===== src/adcsr_map.svh =====
// Purpose: Constants of the serial readout of the 12-bit SAR converter
// Assumes: Included by bare name; definitions only
// Notes:   Edge numbers count serial clock falling edges in one conversion
`ifndef ADCSR_MAP_SVH
`define ADCSR_MAP_SVH

// ==========================================================
// Conversion framing
`define ADCSR_EDGES_PER_CONV 5'h10
`define ADCSR_ACQ_EDGES 5'h03
`define ADCSR_LAST_ZERO_EDGE 5'h04
`define ADCSR_FIRST_RES_EDGE 5'h05
`define ADCSR_CNT_RESET 5'h00
`define ADCSR_CNT_FIRST 5'h01

// ==========================================================
// Result coding
`define ADCSR_RES_W 12
`define ADCSR_POS_FS 12'h7FF
`define ADCSR_NEG_FS 12'h800
`define ADCSR_CODE_RESET 12'h000

// ==========================================================
// Sample buffer
`define ADCSR_FIFO_DEPTH 16
`define ADCSR_IN_W 14

`endif


===== src/adcsr_pkg.sv =====
// Purpose: Types of the serial readout of the 12-bit SAR converter
// Assumes: Nothing beyond the map header
// Notes:   Phase order follows one conversion from frame open
package adcsr_pkg;

  // ========================================================
  // Conversion phase
  typedef enum logic [1:0] {
    PH_IDLE,
    PH_ARMED,
    PH_ACQUIRE,
    PH_CONVERT
  } adcsr_phase_e;

endpackage


===== src/adcsr_readout.sv =====
// Purpose: Frame and bit sequencing of a 12-bit differential SAR converter
// Assumes: Serial clock and frame select are synchronous to i_clk and
//          slow enough that each level lasts at least one i_clk cycle
// Notes:   Samples arrive digitised through a 16-word buffer
`timescale 1ns/1ps
`include "adcsr_map.svh"

module adcsr_readout
  import adcsr_pkg::*;
#(
  parameter int IN_W = `ADCSR_IN_W,
  parameter int FIFO_DEPTH = `ADCSR_FIFO_DEPTH
) (
  input wire logic i_clk,
  input wire logic i_resetn,
  input wire logic i_sclk,
  input wire logic i_cs_n,
  output logic o_sdo,
  output logic o_sdo_oe,
  input wire logic i_samp_valid,
  output logic o_samp_ready,
  input wire logic [IN_W-1:0] i_samp_data,
  output logic o_acquire_phase,
  output logic o_convert_phase,
  output logic o_idle,
  output logic [`ADCSR_RES_W-1:0] o_result
);

  // ========================================================
  // Clamp of the digitised input to the 12-bit code range
  function automatic logic [`ADCSR_RES_W-1:0] clamp_code(
    input logic [IN_W-1:0] raw
  );
    logic signed [IN_W-1:0] s;
    logic signed [IN_W-1:0] pos_lim;
    logic signed [IN_W-1:0] neg_lim;
    s = signed'(raw);
    pos_lim = IN_W'(signed'(`ADCSR_POS_FS));
    neg_lim = -pos_lim - IN_W'(1);
    if (s >= pos_lim) begin
      clamp_code = `ADCSR_POS_FS;
    end else if (s <= neg_lim) begin
      clamp_code = `ADCSR_NEG_FS;
    end else begin
      clamp_code = s[`ADCSR_RES_W-1:0];
    end
  endfunction

  // ========================================================
  // Sample buffer
  logic fifo_valid;
  logic fifo_pop;
  logic [IN_W-1:0] fifo_data;

  // Buffer drains only during frames, so it fills while idle
  adcsr_fifo #(
    .W(IN_W),
    .DEPTH(FIFO_DEPTH)
  ) u_fifo (
    .i_clk(i_clk),
    .i_resetn(i_resetn),
    .i_wr_valid(i_samp_valid),
    .o_wr_ready(o_samp_ready),
    .i_wr_data(i_samp_data),
    .o_rd_valid(fifo_valid),
    .i_rd_ready(fifo_pop),
    .o_rd_data(fifo_data)
  );

  // ========================================================
  // Pin history for edge detection
  logic sclk_ff;
  logic cs_n_ff;
  logic nxt_sclk;
  logic nxt_cs_n;
  logic sclk_fall;
  logic cs_fall;

  always_comb begin
    nxt_sclk = i_sclk;
    nxt_cs_n = i_cs_n;
    sclk_fall = sclk_ff && !i_sclk;
    cs_fall = cs_n_ff && !i_cs_n;
  end

  // Pins idle high so a frame open at reset release is not missed
  always_ff @(posedge i_clk or negedge i_resetn) begin
    if (!i_resetn) begin
      sclk_ff <= 1'b1;
      cs_n_ff <= 1'b1;
    end else begin
      sclk_ff <= nxt_sclk;
      cs_n_ff <= nxt_cs_n;
    end
  end

  // ========================================================
  // Sequencer
  adcsr_phase_e phase_ff;
  adcsr_phase_e nxt_phase;
  logic [4:0] cnt_ff;
  logic [4:0] nxt_cnt;
  logic [4:0] edge_no;
  logic [4:0] bit_sel;
  logic dout_ff;
  logic nxt_dout;
  logic [`ADCSR_RES_W-1:0] code_ff;
  logic [`ADCSR_RES_W-1:0] nxt_code;

  always_comb begin
    nxt_phase = phase_ff;
    nxt_cnt = cnt_ff;
    nxt_dout = dout_ff;
    nxt_code = code_ff;
    fifo_pop = 1'b0;
    // Edge sixteen wraps straight to the next conversion
    if (cnt_ff == `ADCSR_EDGES_PER_CONV) begin
      edge_no = `ADCSR_CNT_FIRST;
    end else begin
      edge_no = cnt_ff + `ADCSR_CNT_FIRST;
    end
    bit_sel = `ADCSR_EDGES_PER_CONV - edge_no;
    if (i_cs_n) begin
      nxt_phase = PH_IDLE;
      nxt_cnt = `ADCSR_CNT_RESET;
      nxt_dout = 1'b0;
    end else if (cs_fall) begin
      nxt_dout = 1'b0;
      if (i_sclk) begin
        nxt_phase = PH_ARMED;
        nxt_cnt = `ADCSR_CNT_RESET;
      end else begin
        // Covers both clock already low and clock falling now
        nxt_phase = PH_ACQUIRE;
        nxt_cnt = `ADCSR_CNT_FIRST;
      end
    end else if (sclk_fall) begin
      nxt_cnt = edge_no;
      if (edge_no <= `ADCSR_ACQ_EDGES) begin
        nxt_phase = PH_ACQUIRE;
      end else begin
        nxt_phase = PH_CONVERT;
      end
      if (edge_no == `ADCSR_LAST_ZERO_EDGE) begin
        // Hold point; empty buffer keeps the previous sample
        fifo_pop = fifo_valid;
        if (fifo_valid) begin
          nxt_code = clamp_code(fifo_data);
        end
      end
      if (edge_no <= `ADCSR_LAST_ZERO_EDGE) begin
        nxt_dout = 1'b0;
      end else begin
        nxt_dout = code_ff[bit_sel[3:0]];
      end
    end
  end

  always_ff @(posedge i_clk or negedge i_resetn) begin
    if (!i_resetn) begin
      phase_ff <= PH_IDLE;
      cnt_ff <= `ADCSR_CNT_RESET;
      dout_ff <= 1'b0;
      code_ff <= `ADCSR_CODE_RESET;
    end else begin
      phase_ff <= nxt_phase;
      cnt_ff <= nxt_cnt;
      dout_ff <= nxt_dout;
      code_ff <= nxt_code;
    end
  end

  // ========================================================
  // Outputs
  always_comb begin
    // Bits change on falling edges so the host can take them on rising
    o_sdo = dout_ff;
    o_sdo_oe = !i_cs_n;
    o_acquire_phase = (phase_ff == PH_ACQUIRE);
    o_convert_phase = (phase_ff == PH_CONVERT);
    o_idle = (phase_ff == PH_IDLE);
    o_result = code_ff;
  end
endmodule


===== src/adcsr_fifo.sv =====
// Purpose: Sample buffer between the analog front end and the readout
// Assumes: One clock, asynchronous active-low reset
// Notes:   Full and empty are exact; a pointer carries one extra wrap bit
`timescale 1ns/1ps

module adcsr_fifo #(
  parameter int W = 14,
  parameter int DEPTH = 16
) (
  input wire logic i_clk,
  input wire logic i_resetn,
  input wire logic i_wr_valid,
  output logic o_wr_ready,
  input wire logic [W-1:0] i_wr_data,
  output logic o_rd_valid,
  input wire logic i_rd_ready,
  output logic [W-1:0] o_rd_data
);

  localparam int AW = (DEPTH > 1) ? $clog2(DEPTH) : 1;

  logic [W-1:0] mem [DEPTH];
  logic [AW:0] wr_ptr_ff;
  logic [AW:0] rd_ptr_ff;
  logic [AW:0] nxt_wr_ptr;
  logic [AW:0] nxt_rd_ptr;
  logic do_wr;
  logic do_rd;

  // ========================================================
  // Status and pointers
  always_comb begin
    o_rd_valid = (wr_ptr_ff != rd_ptr_ff);
    o_wr_ready = !((wr_ptr_ff[AW] != rd_ptr_ff[AW]) &&
                   (wr_ptr_ff[AW-1:0] == rd_ptr_ff[AW-1:0]));
    do_wr = i_wr_valid && o_wr_ready;
    do_rd = i_rd_ready && o_rd_valid;
    nxt_wr_ptr = do_wr ? wr_ptr_ff + {{AW{1'b0}}, 1'b1} : wr_ptr_ff;
    nxt_rd_ptr = do_rd ? rd_ptr_ff + {{AW{1'b0}}, 1'b1} : rd_ptr_ff;
    o_rd_data = mem[rd_ptr_ff[AW-1:0]];
  end

  always_ff @(posedge i_clk or negedge i_resetn) begin
    if (!i_resetn) begin
      wr_ptr_ff <= '0;
      rd_ptr_ff <= '0;
    end else begin
      wr_ptr_ff <= nxt_wr_ptr;
      rd_ptr_ff <= nxt_rd_ptr;
    end
  end

  // Storage has no reset; empty flag hides stale words
  always_ff @(posedge i_clk) begin
    if (do_wr) begin
      mem[wr_ptr_ff[AW-1:0]] <= i_wr_data;
    end
  end

endmodule


===== config.mk =====
export PLATFORM = sky130hd
export DESIGN_NAME = adcsr_readout
export DESIGN_NICKNAME = d
export VERILOG_FILES = /design/src/adcsr_pkg.sv /design/src/adcsr_readout.sv /design/src/adcsr_fifo.sv
export VERILOG_INCLUDE_DIRS = /design/src /design/src/src
export SDC_FILE = /design/constraint.sdc
export NUM_CORES = 1
export LEC_CHECK = 0
export ABC_AREA = 0
export BUFFER_PORTS_ARGS = -buffer_cell sky130_fd_sc_hd__buf_2
export CORE_MARGIN = 5
export CORE_UTILIZATION = 55
export DETAILED_ROUTE_END_ITERATION = 8
export PLACE_DENSITY_LB_ADDON = 0.15
export SLEW_MARGIN = 10
export SYNTH_ARGS = -nofsm -noshare
export SYNTH_HDL_FRONTEND = slang
export SYNTH_HIERARCHICAL = 1
export SYNTH_SLANG_ARGS = --single-unit

===== constraint.sdc =====
create_clock -name i_clk -period 3.8 [get_ports i_clk]
set_input_delay 0.19 -clock i_clk [delete_from_list [all_inputs] [get_ports i_clk]]
set_output_delay 0.19 -clock i_clk [all_outputs]
set_load 0.005 [all_outputs]

## Yosys cells after proc, flatten, opt, wreduce, memory -nomap -nowiden

Memory sizes are Yosys's and may differ from the RTL's.
Cells that the tools add are included.

| storage, ports and cells | value |
|---|---|
| latch bits | 0 |
| memory bits (writable) | 224 |
| input port bits | 19 |
| bits in registers | 32 |
| word-level logic and storage cells | 62 |
| memory bits (read-only) | 0 |
| memories | 1 |

Memory list:

| name | words | bits a word | rd ports | clocked after memory_dff | write ports | RTL line | text |
|---|---|---|---|---|---|---|---|
| u_fifo.mem | 16 | 14 | 1 | 0 | 1 | adcsr_fifo.sv:22 | `logic [W-1:0] mem [DEPTH];` |

| cells by class | value |
|---|---|
| reduce and logical (&&, ||, !) cells | 11 |
| multipliers | 0 |
| bitwise gates (word level) | 2 |
| div/mod/pow operators | 0 |
| order comparisons | 5 |
| eq/ne operators | 7 |
| add/sub/neg operators | 4 |
| mux-type cells | 24 |
| shifts and indexed selects | 0 |

Operators by type and width:

| kind | number |
|---|---|
| $mux W12 | 2 |
| $mux W5 | 4 |
| $add A5 B1 Y5 const B | 3 |
| $ge A14 B12 Y1 const B | 1 |
| $le A14 B12 Y1 const B | 1 |
| $mux W1 | 13 |
| $mux W2 | 4 |
| $eq A5 B3 Y1 const B | 1 |
| $eq A5 B5 Y1 const B | 1 |
| $le A5 B2 Y1 const B | 1 |
| $le A5 B3 Y1 const B | 1 |
| $logic_and A1 B1 Y1 | 5 |
| $lt A4 B5 Y1 const B | 1 |
| $ne A5 B5 Y1 | 1 |
| $reduce_and A5 Y1 | 1 |
| $bmux W1 S4 | 1 |
| $eq A2 B2 Y1 const B | 2 |
| $eq A4 B4 Y1 | 1 |
| $sub A1 B4 Y4 const A | 1 |
| $logic_not A1 Y1 | 3 |
| $reduce_bool A3 Y1 | 1 |
| $logic_not A2 Y1 | 1 |
| $not A1 Y1 | 2 |
| $ne A1 B1 Y1 | 1 |

## Longest topological paths before layout

Gate-level depths: netlist of run 1.

| logic depth | value |
|---|---|
| word-level depth | 9 |
| depth in mapped cells | 13 |
| depth with buffers taken out | 10 |

## Cells and area by module

The synthesis of run 1 kept the hierarchy.

By module, submodules not included:

| module | seq. area each (µm²) | area an instance (µm²) | instances | cells an instance |
|---|---|---|---|---|
| adcsr_fifo | 6976.7 | 9210.1 | 1 | 426 |
| adcsr_readout | 553.0 | 1365.1 | 1 | 144 |

## Worst setup path before layout of run 1

OpenSTA, ideal clock, no wires.

| path | value |
|---|---|
| path kind | register -> register |
| from | reg u_fifo.rd_ptr_ff[4] |
| to | mem u_fifo.mem[0][0], enable pin |
| clock period less this slack | 2.802 ns |
| setup time | 0.421 ns |
| buffers on the path | 0 |
| setup slack | 0.998 ns |
| stages on the path, launching flop included | 4 |
| data arrival time | 2.381 ns |
| cell sequence | dfrtp_1 -> xnor2_1 -> nor2_4 -> nor4_1 |

| between the ends | value |
|---|---|
| cells in the longest elaborated chain, start to end | 6 |

RTL lines:

| element | RTL line | text |
|---|---|---|
| start, declared | adcsr_fifo.sv:24 | `logic [AW:0] rd_ptr_ff;` |
| start signal, assigned | adcsr_fifo.sv:49 | `rd_ptr_ff <= nxt_rd_ptr;` |
| $ne A1 B1 Y1 | adcsr_fifo.sv:34 | `o_wr_ready = !((wr_ptr_ff[AW] != rd_ptr_ff[AW]) &&` |
| $logic_and A1 B1 Y1 | adcsr_fifo.sv:34 |  |
| $logic_not A1 Y1 | adcsr_fifo.sv:34 |  |
| $logic_and A1 B1 Y1 | adcsr_fifo.sv:36 | `do_wr = i_wr_valid && o_wr_ready;` |
| $mux W1 | adcsr_fifo.sv:55 | `if (do_wr) begin` |
| $mux W1 (implied by the code) | adcsr_fifo.sv:56 | `mem[wr_ptr_ff[AW-1:0]] <= i_wr_data;` |
| end, declared | adcsr_fifo.sv:22 |  |

Every way passes these cells.

## Worst setup path after layout of run 1

| path | value |
|---|---|
| from | reg u_fifo.rd_ptr_ff[1] |
| to | reg code_ff[0], in the netlist o_result[0] |

| between the ends | value |
|---|---|
| cells in the longest elaborated chain, start to end | 4 |

RTL lines:

| element | RTL line | text |
|---|---|---|
| $mem_v2 Z16 W14 * | -- |  |
| via fifo_data[8] | adcsr_readout.sv:53 | `logic [IN_W-1:0] fifo_data;` |
| $le A14 B12 Y1 | adcsr_readout.sv:42 | `end else if (s <= neg_lim) begin` |
| $mux W12 | adcsr_readout.sv:42 |  |
| $mux W12 * | adcsr_readout.sv:40 | `if (s >= pos_lim) begin` |
| end signal, assigned | adcsr_readout.sv:164 | `` code_ff <= `ADCSR_CODE_RESET; `` |
| end signal, assigned | adcsr_readout.sv:169 | `code_ff <= nxt_code;` |
| end, declared | adcsr_readout.sv:107 | `` logic [`ADCSR_RES_W-1:0] code_ff; `` |

Mark *: on every way through the listed nets, which the timed path passes. The rest lies on a longest branch.
A chain may end at the register's enable or synchronous reset.

==> flow_metrics.py, run 1 <==
metrics = {
    "worst_setup_path": {
        "worstReg2RegStart": "u_fifo/rd_ptr_ff[1]$_DFFE_PN0P_",
        "required_ns": 4.18,
        "crit_type": "reg2reg",
        "crit_fanout": 17,
        "reg2reg_to": "o_result[0]$_DFFE_PN0P_",
        "rrSetupSlack_ns": 0.90,
        "cp-start-kind": "register",
        "crit_arrival_ns": 3.27,
        "crit_path_end_kind": "register",
        "rr_worst_depth": 10,
    },
    "yosys": {
        "ys_seq_area_share_pct": 71.2,
        "synth_area_leaders": "edfxtp_1, mux4_2, dfrtp_1, o22ai_1, nor2_1",
        "syn_inst": 570,
        "synth_nets": 597,
        "yosysTopAreaCell": "edfxtp_1",
        "synth-edff-count": 224,
        "synth_area_mm2": 0.0106,
        "synth_seq_cells": 256,
        "synth_ff_type": "edfxtp_1",
        "synth_cell_types": 56,
        "yosysWarnings": 6,
        "synth.avg_cell_area_um2": 18.6,
        "synthArstFlopShare_pct": 12.5,
        "yosysTopAreaCellShare_pct": 63.6,
    },
    "final_layout": {
        "nets": 665,
        "drive_gt1_share_pct": 32.8,
        "final_common_cell": "edfxtp_1",
        "multi_input_area_mm2": 0.00282,
        "seqCellArea_mm2": 0.00753,
        "fillers": 1309,
        "layout_common_cells": "edfxtp_1, mux4_2, buf_2",
        "area_growth_pct": 14.0,
        "n_antenna_cell": 0,
    },
    "clock_tree": {
        "tritoncts": "yes",
        "cts_sinks": 256,
        "root_buffer": "clkbuf_16",
        "h-tree-depth": 1,
        "post_cts_buffers": 0,
        "insertion_delay_ns": 0.51,
        "ctsLongestPathBuffers": 3,
        "cts_buffers": 26,
        "cts.reportedPaths.clkPinSlew_ns": 0.06,
        "cts_hold_buffers": 3,
        "cts_resized": 0,
    },
    "worst_hold_path": {
        "hold_end": "u_fifo/wr_ptr_ff[0]$_DFFE_PN0P_",
        "hold-path-cell-count": 3,
        "hp-start": "i_samp_valid",
        "hold_path_class": "in2reg",
    },
    "die": {
        "die_width_um": 149,
        "rows": 50,
        "io_pins": 37,
        "core_area_mm2": 0.0188,
        "die_h_um": 149,
        "dieArea_mm2": 0.0221,
        "start_util_pct": 56.2,
    },
    "route": {
        "ant_nets": 0,
        "drt-initial-drc-count": 566,
        "totalWireLength_mm": 21.7,
        "wl_per_cell_um": 23.7,
        "drt-vias-per-instance": 6.04,
        "drc_errors": 0,
        "vias": 5544,
        "first_pass_iters": 5,
    },
    "placed_design": {
        "hpwl_mm": 14.7,
        "gp_congestion": 0.861,
        "portBuffers": 36,
    },
    "pwr": {
        "power_density_mw_per_mm2": 551,
        "power_leakage_nw": 4.04,
        "irDropWorstVdd_mv": 0.488,
    },
    "status": {
        "status": "finished clean",
    },
    "job": {
        "drv_cap": 0,
    },
    "sta": {
        "setup_tns_ns": 0,
        "fin_skew_ns": 0.0153,
        "timing.final.crit_share_pct": 76.3,
        "holdWs_ns": 0.0254,
        "slew_headroom_pct": 51.7,
        "layout_min_cycle_time_ns": 2.90,
        "rsz0062_at_grt": "false",
        "finalSetupViolCount": 0,
        "max_freq_mhz": 345,
        "worst_slew_pin_slew_ns": 0.724,
        "hold_viol_final": 0,
        "report.final.slew_viol_count": 0,
    },
    "global_route": {
        "grt_pass1_vias": 5643,
        "grt_pass1_wl_mm": 33.7,
        "overflow": 0,
        "grt_max_degree": 33,
        "grtUsageTotal_pct": 20.3,
        "antenna_found_initial": 0,
    },
}
-- synthesized netlist by cell type, drive strengths merged (3+ instances only) --
master and number:
edfxtp 224, mux4 58, dfrtp 30, nor2 29
o21ai 28, o22ai 28, buf 26, nand2 21
nor3 17, xnor2 11, inv 9, ha 8
a21oi 7, nand2b 7, nor4 7, clkbuf 6
nand4 6, nand3 5, xor2 5, mux2 4
mux2i 3, nor2b 3, o211ai 3
-- area by class of cell --
cell class | count | area share, %
inverters | 9 | 0.280
clock buffers | 36 | 6.14
multi-input cells | 273 | 23.4
clock inverters | 12 | 0.975
well taps | 260 | 2.70
flip-flops and latches | 256 | 62.5
repair buffers | 72 | 4.01
-- per-layer routing --
| layer | up-vias | global-route usage (%) | share of wire (%) |
|---|---|---|---|
| met4 | 0 | 4.90 | 2.2 |
| met3 | 29 | 3.32 | 5.9 |
| li1 | 2439 | - | - |
| met2 | 172 | 32.6 | 49 |
| met1 | 2904 | 29.6 | 43 |
| met5 | - | 0 | 0 |
-- stage by stage --
step	cell area (um^2)	cells	util, %	total power [W]	worst slack, ns
after global routing	12100	918	64.0	0.00689	0.606
after CTS	12100	918	64.0	0.00670	0.892
final	12100	918	64.0	0.00665	0.902
after detailed placement	11200	867	59.3	0.00421	0.924
after floorplan	10600	570	-	0.00387	0.998
after global placement	11200	867	59.3	0.00418	0.966
-- worst max path at each step --
stage	end	slack [ns]	from	depth (start not counted)
CTS	o_result[6]$_DFFE_PN0P_	0.89	u_fifo/rd_ptr_ff[1]$_DFFE_PN0P_	10
detailed placement	o_result[0]$_DFFE_PN0P_	0.92	u_fifo/rd_ptr_ff[1]$_DFFE_PN0P_	10
finish	o_result[0]$_DFFE_PN0P_	0.90	u_fifo/rd_ptr_ff[1]$_DFFE_PN0P_	10
global placement	o_result[6]$_DFFE_PN0P_	0.97	u_fifo/rd_ptr_ff[1]$_DFFE_PN0P_	10
global route	o_result[6]$_DFFE_PN0P_	0.61	u_fifo/rd_ptr_ff[1]$_DFFE_PN0P_	10
floorplan	u_fifo/mem[0][0]$_DFFE_PP_	1.0	u_fifo/rd_ptr_ff[4]$_DFFE_PN0P_	3
-- power breakdown --
part	leakage [nW]	total (W)	internal, W	switching, W
Combinational	1.17	0.000677	0.000232	0.000445
Clock	0.424	0.00250	0.00150	0.000997
Sequential	2.45	0.00347	0.00334	0.000133
-- critical path: stages (launching register included) --
cell     delay [ns]
dfrtp_4        0.62
buf_4          0.32
mux4_2         0.52
o22ai_1        0.34
nor2_1         0.15
nor3_1         0.17
nand3_1        0.10
nand3_1        0.10
nand2_1        0.18
o21ai_0        0.17
o21ai_1        0.08
-- kinds of logic (layout without fill, tap and decap cells) --
| group | count (synthesis) | in the layout | synth area share (%) |
|---|---|---|---|
| xor gates and xnor gates | 16 | 16 | 1.68 |
| AOI/OAI and AO/OA | 78 | 78 | 4.99 |
| and+or+nand+nor | 106 | 106 | 5.22 |
| DFF | 256 | 256 | 71.2 |
| adders and majority gates | 8 | 8 | 0.947 |
| muxes | 65 | 65 | 13.1 |
| buffers and inverters | 41 | 129 | 2.86 |
-- sequential cells by signal (all words and copies together) (netlist names) --
register,count
u_fifo/mem,224
o_result,12
cnt_ff,5
u_fifo/rd_ptr_ff,5
u_fifo/wr_ptr_ff,5
phase_ff,2
cs_n_ff,1
o_sdo,1
sclk_ff,1
No activity file was read; power rests on OpenSTA's default activity.
==> run 2, diff against run 1 <==
==> constraint.sdc (replaced) <==
create_clock -name i_clk -period 3 [get_ports i_clk]
set_input_delay 0.15 -clock i_clk [delete_from_list [all_inputs] [get_ports i_clk]]
set_output_delay 0.15 -clock i_clk [all_outputs]
set_load 0.005 [all_outputs]
==> run 2 against run 1 <==
Routed wire length increased by 3.1%. Total power grew 23%. Clock-buffer cell count fell by 5. Worst hold slack lost 0.0027 ns. Utilization rose by 0.45 points. Sequential share of layout area is 0.43 points lower. Die area did not move. Critical endpoint is now o_result[8]$_DFFE_PN0P_. Flip-flop and latch count unchanged. Clock skew down 0.0034 ns. Global-route usage rose by 0.70 points. Largest power group unchanged. First-iteration DRC count decreased by 20%.
==> flow_metrics.py, run 2 (synthesis gave the netlist of run 1 again) <==
metrics = {
    "sta": {
        "timing.final.crit_share_pct": 89.1,
        "setup_tns_ns": 0,
        "rsz0062_at_grt": "false",
        "fin_ws_ns": 0.326,
        "holdWs_ns": 0.0227,
        "finalSetupViolCount": 0,
        "slew_headroom_pct": 50.9,
        "max_freq_mhz": 374,
        "hold_viol_final": 0,
        "report.final.slew_viol_count": 0,
        "layout_min_cycle_time_ns": 2.67,
        "worst_slew_pin_slew_ns": 0.736,
        "fin_skew_ns": 0.0118,
    },
    "die": {
        "rows": 50,
        "die_width_um": 149,
        "io_pins": 37,
        "die_h_um": 149,
        "start_util_pct": 56.2,
        "core_area_mm2": 0.0188,
        "dieArea_mm2": 0.0221,
    },
    "final_layout": {
        "layout_common_cells": "edfxtp_1, mux4_2, buf_2",
        "largest_register_ffs": 224,
        "nets": 680,
        "drive_gt1_share_pct": 31.6,
        "final_common_cell": "edfxtp_1",
        "area_growth_pct": 14.8,
        "fillers": 1297,
        "n_antenna_cell": 0,
        "final_util_pct": 64.5,
    },
    "worst_setup_path": {
        "rr_worst_depth": 10,
        "crit_type": "reg2reg",
        "cpMaxStageDelayCell": "mux4_2",
        "rrSetupSlack_ns": 0.33,
        "cp-start-kind": "register",
        "crit_path_max_incr_delay_ns": 0.51,
        "crit_path_end_kind": "register",
        "worstReg2RegStart": "u_fifo/rd_ptr_ff[0]$_DFFE_PN0P_",
        "cp_common_cell": "nand3_1",
        "crit_fanout": 13,
        "path_cells": "buf_12 > mux4_2 > o22ai_1 > nor2_1 > nor4_1 > nand3_1 > nand3_1 > nand2_1 > o21ai_0 > o21ai_2",
        "required_ns": 3.40,
        "crit_arrival_ns": 3.08,
        "reg2reg_to": "o_result[8]$_DFFE_PN0P_",
    },
    "route": {
        "drt-initial-drc-count": 452,
        "ant_nets": 0,
        "drt-vias-per-instance": 6.01,
        "vias": 5593,
        "totalWireLength_mm": 22.4,
        "wl_per_cell_um": 24.1,
        "first_pass_iters": 5,
        "drc_errors": 0,
    },
    "worst_hold_path": {
        "hold_path_class": "in2reg",
        "hold_end": "u_fifo/mem[9][12]$_DFFE_PP_",
        "hold-path-cell-count": 1,
        "hp-start": "i_samp_data[12]",
    },
    "pwr": {
        "irDropWorstVdd_mv": 0.499,
        "power_density_mw_per_mm2": 676,
        "power_leakage_nw": 4.07,
        "finalPower_w": 0.00820,
    },
    "clock_tree": {
        "root_buffer": "clkbuf_16",
        "cts_buffers": 26,
        "h-tree-depth": 1,
        "cts_hold_buffers": 12,
        "insertion_delay_ns": 0.52,
        "post_cts_buffers": 0,
        "ctsLongestPathBuffers": 3,
        "cts_sinks": 256,
        "cts.reportedPaths.clkPinSlew_ns": 0.06,
        "cts_resized": 0,
        "tritoncts": "yes",
    },
    "job": {
        "drv_cap": 0,
    },
    "global_route": {
        "overflow": 0,
        "antenna_found_initial": 0,
        "grt_pass1_wl_mm": 34.5,
        "grt_pass1_vias": 5760,
        "grt_max_degree": 33,
        "grtUsageTotal_pct": 21.0,
    },
    "placed_design": {
        "hpwl_mm": 13.7,
        "gp_congestion": 0.843,
        "portBuffers": 36,
        "place_ws_ns": 0.316,
    },
    "status": {
        "status": "finished clean",
    },
}
run 2: cell types whose count changed in the layout (fill, tap and decap cells not counted), sizes merged:
cell and delta:
dlygate4sd3 +9, clkbuf -5, clkinvlp -1, bufinv -1
inv -1, buf +6, clkinv +6
run 2: area by class of cell:
| class | instances | area (um^2) | share of cell area, % |
|---|---|---|---|
| inverters | 9 | 33.8 | 0.278 |
| well taps | 260 | 325 | 2.68 |
| clock buffers | 31 | 691 | 5.69 |
| repair buffers | 87 | 643 | 5.30 |
| multi-input cells | 273 | 2820 | 23.2 |
| clock inverters | 15 | 91.3 | 0.752 |
| flip-flops and latches | 256 | 7530 | 62.1 |
run 2: worst max-delay path by stage:
stage,slack (ns),from,endpoint,depth (start not counted)
2_1_floorplan,0.20,u_fifo/rd_ptr_ff[4]$_DFFE_PN0P_,u_fifo/mem[0][0]$_DFFE_PP_,3
3_3_place_gp,0.34,u_fifo/rd_ptr_ff[0]$_DFFE_PN0P_,o_result[5]$_DFFE_PN0P_,10
3_5_place_dp,0.32,u_fifo/rd_ptr_ff[0]$_DFFE_PN0P_,o_result[6]$_DFFE_PN0P_,10
4_1_cts,0.32,u_fifo/rd_ptr_ff[0]$_DFFE_PN0P_,o_result[6]$_DFFE_PN0P_,10
5_1_grt,0.14,u_fifo/rd_ptr_ff[0]$_DFFE_PN0P_,o_result[10]$_DFFE_PN0P_,10
6_report,0.33,u_fifo/rd_ptr_ff[0]$_DFFE_PN0P_,o_result[8]$_DFFE_PN0P_,10
run 2: through the flow:
step,instance area (um^2),cells
floorplan,10600,570
global placement,11200,873
detailed placement,11200,873
CTS,12100,931
global route,12100,931
finish,12100,931
run 2: metal layers:
layer  part of all wire, %  routed length (um)  up-vias  GRT usage, %
met5                     0                   0        -             0
met4                   1.7                 375        0          5.17
met3                   6.6                1470       29          3.60
met2                    50               11200      184          35.0
met1                    42                9300     2909          29.3
li1                      -                   -     2471             -
run 2: worst max-delay path: cells and delay by family (launching register included):
kind / cells / cell delay, ns
compound gates: 3 / 0.54
buf+inv: 1 / 0.20
flops: 1 / 0.48
mux: 1 / 0.51
simple gates: 5 / 0.82
run 2: report_power, final:
group          total, W  switching, W  leakage (nW)  internal (W)
registers       0.00439      0.000158          2.45       0.00423
logic          0.000860      0.000568          1.24      0.000293
clock network   0.00296       0.00125         0.381       0.00171
==> run 3, diff against run 2 <==
--- a/config.mk
+++ b/config.mk
@@ -15,5 +15,4 @@
 export SLEW_MARGIN = 10
 export SYNTH_ARGS = -nofsm -noshare
 export SYNTH_HDL_FRONTEND = slang
-export SYNTH_HIERARCHICAL = 1
 export SYNTH_SLANG_ARGS = --single-unit
==> run 3 against run 2 <==
Utilization up 0.19 points. Cell area barely moved. Global-route usage up 0.64 points. Sequential power about the same. Total power up 2.2%. Critical endpoint is now o_result[3]$_DFFE_PN0P_. Largest power group unchanged. Routed wire length rose by 3.9%.
==> flow_metrics.py, run 3 <==
metrics = {
    "final_layout": {
        "final_area_mm2": 0.0121,
        "final_common_cell": "edfxtp_1",
        "nets": 693,
        "layout_common_cells": "edfxtp_1, mux4_2, nor2_1",
        "n_antenna_cell": 0,
        "area_growth_pct": 15.6,
        "final_cells": 919,
        "fillers": 1305,
        "drive_gt1_share_pct": 27.9,
        "largest_register_ffs": 224,
    },
    "clock_tree": {
        "cts_sinks": 256,
        "cts.reportedPaths.clkPinSlew_ns": 0.06,
        "post_cts_buffers": 0,
        "tritoncts": "yes",
        "insertion_delay_ns": 0.52,
        "ctsLongestPathBuffers": 3,
        "root_buffer": "clkbuf_16",
        "h-tree-depth": 1,
        "cts_buffers": 26,
    },
    "sta": {
        "fin_ws_ns": 0.179,
        "setup_tns_ns": 0,
        "slew_headroom_pct": 50.7,
        "rsz0062_at_grt": "false",
        "worst_slew_pin_slew_ns": 0.740,
        "hold_viol_final": 0,
        "layout_min_cycle_time_ns": 2.82,
        "fin_skew_ns": 0.00871,
        "report.final.slew_viol_count": 0,
        "timing.final.crit_share_pct": 94.0,
        "finalSetupViolCount": 0,
        "max_freq_mhz": 354,
    },
    "pwr": {
        "power_leakage_nw": 4.16,
        "power_density_mw_per_mm2": 691,
        "irDropWorstVdd_mv": 0.499,
        "finalPower_w": 0.00838,
    },
    "worst_setup_path": {
        "reg2reg_to": "o_result[3]$_DFFE_PN0P_",
        "cp_top_family": "simple AND/OR/NAND/NOR gates",
        "worstReg2RegStart": "u_fifo.rd_ptr_ff[1]$_DFFE_PN0P_",
        "worst-path-buf-inv": 2,
        "crit_start": "u_fifo.rd_ptr_ff[1]$_DFFE_PN0P_",
        "worstSetupEndpoint": "o_result[3]$_DFFE_PN0P_",
        "worst-path-stages": 8,
        "crit_arrival_ns": 3.26,
        "crit_path_end_kind": "register",
        "rr_worst_depth": 8,
        "crit_path_max_incr_delay_ns": 0.60,
        "rrSetupSlack_ns": 0.18,
        "cp_common_cell": "nand3_1",
        "cpMaxStageDelayCell": "dfrtp_4",
        "crit_fanout": 35,
        "crit_type": "reg2reg",
        "required_ns": 3.44,
        "path_cells": "buf_12 > buf_4 > mux4_2 > nand3_1 > nand3_1 > nor2_1 > a41oi_2 > a21oi_1",
        "cp-start-kind": "register",
    },
    "placed_design": {
        "place_inst": 861,
        "portBuffers": 36,
        "hpwl_mm": 14.9,
        "gp_congestion": 0.817,
        "place_ws_ns": 0.268,
        "place_area_mm2": 0.0112,
    },
    "die": {
        "dieArea_mm2": 0.0219,
        "die_h_um": 148,
        "io_pins": 37,
        "die_width_um": 148,
        "core_area_mm2": 0.0188,
        "rows": 50,
        "start_util_pct": 55.9,
    },
    "worst_hold_path": {
        "hold-path-cell-count": 1,
        "hold_path_class": "in2reg",
    },
    "route": {
        "totalWireLength_mm": 23.3,
        "vias": 5701,
        "drt-vias-per-instance": 6.20,
        "drt-initial-drc-count": 474,
        "first_pass_iters": 5,
        "wl_per_cell_um": 25.3,
        "drc_errors": 0,
        "ant_nets": 0,
    },
    "yosys": {
        "synth.avg_cell_area_um2": 18.0,
        "synth-edff-count": 224,
        "yosysTopAreaCell": "edfxtp_1",
        "yosysTopAreaCellShare_pct": 64.1,
        "syn_inst": 582,
        "yosysWarnings": 0,
        "synthArstFlopShare_pct": 12.5,
        "synth_seq_cells": 256,
        "synth_area_leaders": "edfxtp_1, mux4_2, dfrtp_1, mux2i_1, mux2_2",
        "synth_commonest_cells": "edfxtp_1, mux4_2, nor2_1",
        "synth_area_mm2": 0.0105,
        "ys_seq_area_share_pct": 71.7,
        "synth_ff_type": "edfxtp_1",
        "synth_cell_types": 51,
        "synth_nets": 609,
        "yosysMostFrequentCell": "edfxtp_1",
    },
    "global_route": {
        "grt_max_degree": 48,
        "overflow": 0,
        "grtUsageTotal_pct": 21.6,
        "grt_pass1_vias": 5807,
        "antenna_found_initial": 1,
        "grt_pass1_wl_mm": 35.5,
    },
    "status": {
        "status": "finished clean",
    },
    "job": {
        "drv_cap": 0,
    },
}
run 3: changes by cell type in the layout (fill, tap and decap cells not counted), moves of 6 or more:
cell | previous run | this run
nor2_1 | 28 | 39
nor3_2 | 11 | 4
nand2_1 | 21 | 33
mux2i_1 | 3 | 19
o22ai_1 | 28 | 0
o21ai_2 | 10 | 0
a22o_1 | 0 | 6
a21oi_1 | 6 | 19
o21ai_0 | 14 | 7
nor2b_1 | 3 | 9
mux2_2 | 1 | 13
run 3: kinds of logic after synthesis:
| kind of cell | share of synthesized area (%) |
|---|---|
| flops | 71.7 |
| simple gates | 5.42 |
| mux | 14.8 |
| compound gates | 4.22 |
| buf+inv | 1.62 |
| xor+xnor | 1.25 |
| fa+ha+maj | 0.954 |
run 3: stage by stage:
step                      utilization, %  hold slack (ns)
after global routing                64.7           0.0115
final                               64.7           0.0131
after global placement              59.5            0.229
after floorplan                        -           -0.146
after detailed placement            59.5            0.249
after CTS                           64.7         0.000823
run 3: repair_timing:
action / in CTS / in global routing
endpoints found under the hold margin: 120 / 0
gates resized for setup: 0 / 0
hold buffers: 11 / 0
run 3: cell type report:
| cell class | instances | area [um^2] | share of cell area [%] |
|---|---|---|---|
| clock inverter | 17 | 171 | 1.41 |
| timing repair buffer | 81 | 596 | 4.91 |
| tap | 234 | 293 | 2.41 |
| inverter | 10 | 37.5 | 0.309 |
| sequential | 256 | 7540 | 62.1 |
| clock buffer | 30 | 687 | 5.66 |
| multi-input combinational | 291 | 2820 | 23.2 |
run 3: how the worst min path moves through the flow:
stage,from,end,slack (ns)
after global placement,i_resetn,cnt_ff[3]$_DFFE_PN0P_,0.23
after CTS,i_samp_data[13],u_fifo.mem[5][13]$_DFFE_PP_,0.0008
after floorplan,i_resetn,cnt_ff[0]$_DFFE_PN0P_,-0.15
final,i_samp_data[4],u_fifo.mem[11][4]$_DFFE_PP_,0.01
after detailed placement,i_resetn,cnt_ff[4]$_DFFE_PN0P_,0.25
after global routing,i_samp_data[11],u_fifo.mem[13][11]$_DFFE_PP_,0.01
run 3: power breakdown:
| group | switching, W | internal, W | leakage (nW) |
|---|---|---|---|
| clock network | 0.00131 | 0.00190 | 0.406 |
| registers | 0.000142 | 0.00423 | 2.44 |
| logic | 0.000521 | 0.000285 | 1.32 |
run 3: worst reg2reg max path, stage by stage, from the launching register on:
cell and delay, ns:
dfrtp_4 0.60, buf_12 0.28, buf_4 0.24, mux4_2 0.31, nand3_1 0.10, nand3_1 0.34
nor2_1 0.32, a41oi_2 0.31, a21oi_1 0.24
run 3: layer usage:
metal / global-route usage [%] / vias up / share of wire, %
met1: 30.6 / 2942 / 41
li1: - / 2489 / -
met5: 0 / - / 0.086
met3: 3.96 / 51 / 6.8
met4: 6.70 / 2 / 2.9
met2: 34.8 / 217 / 49
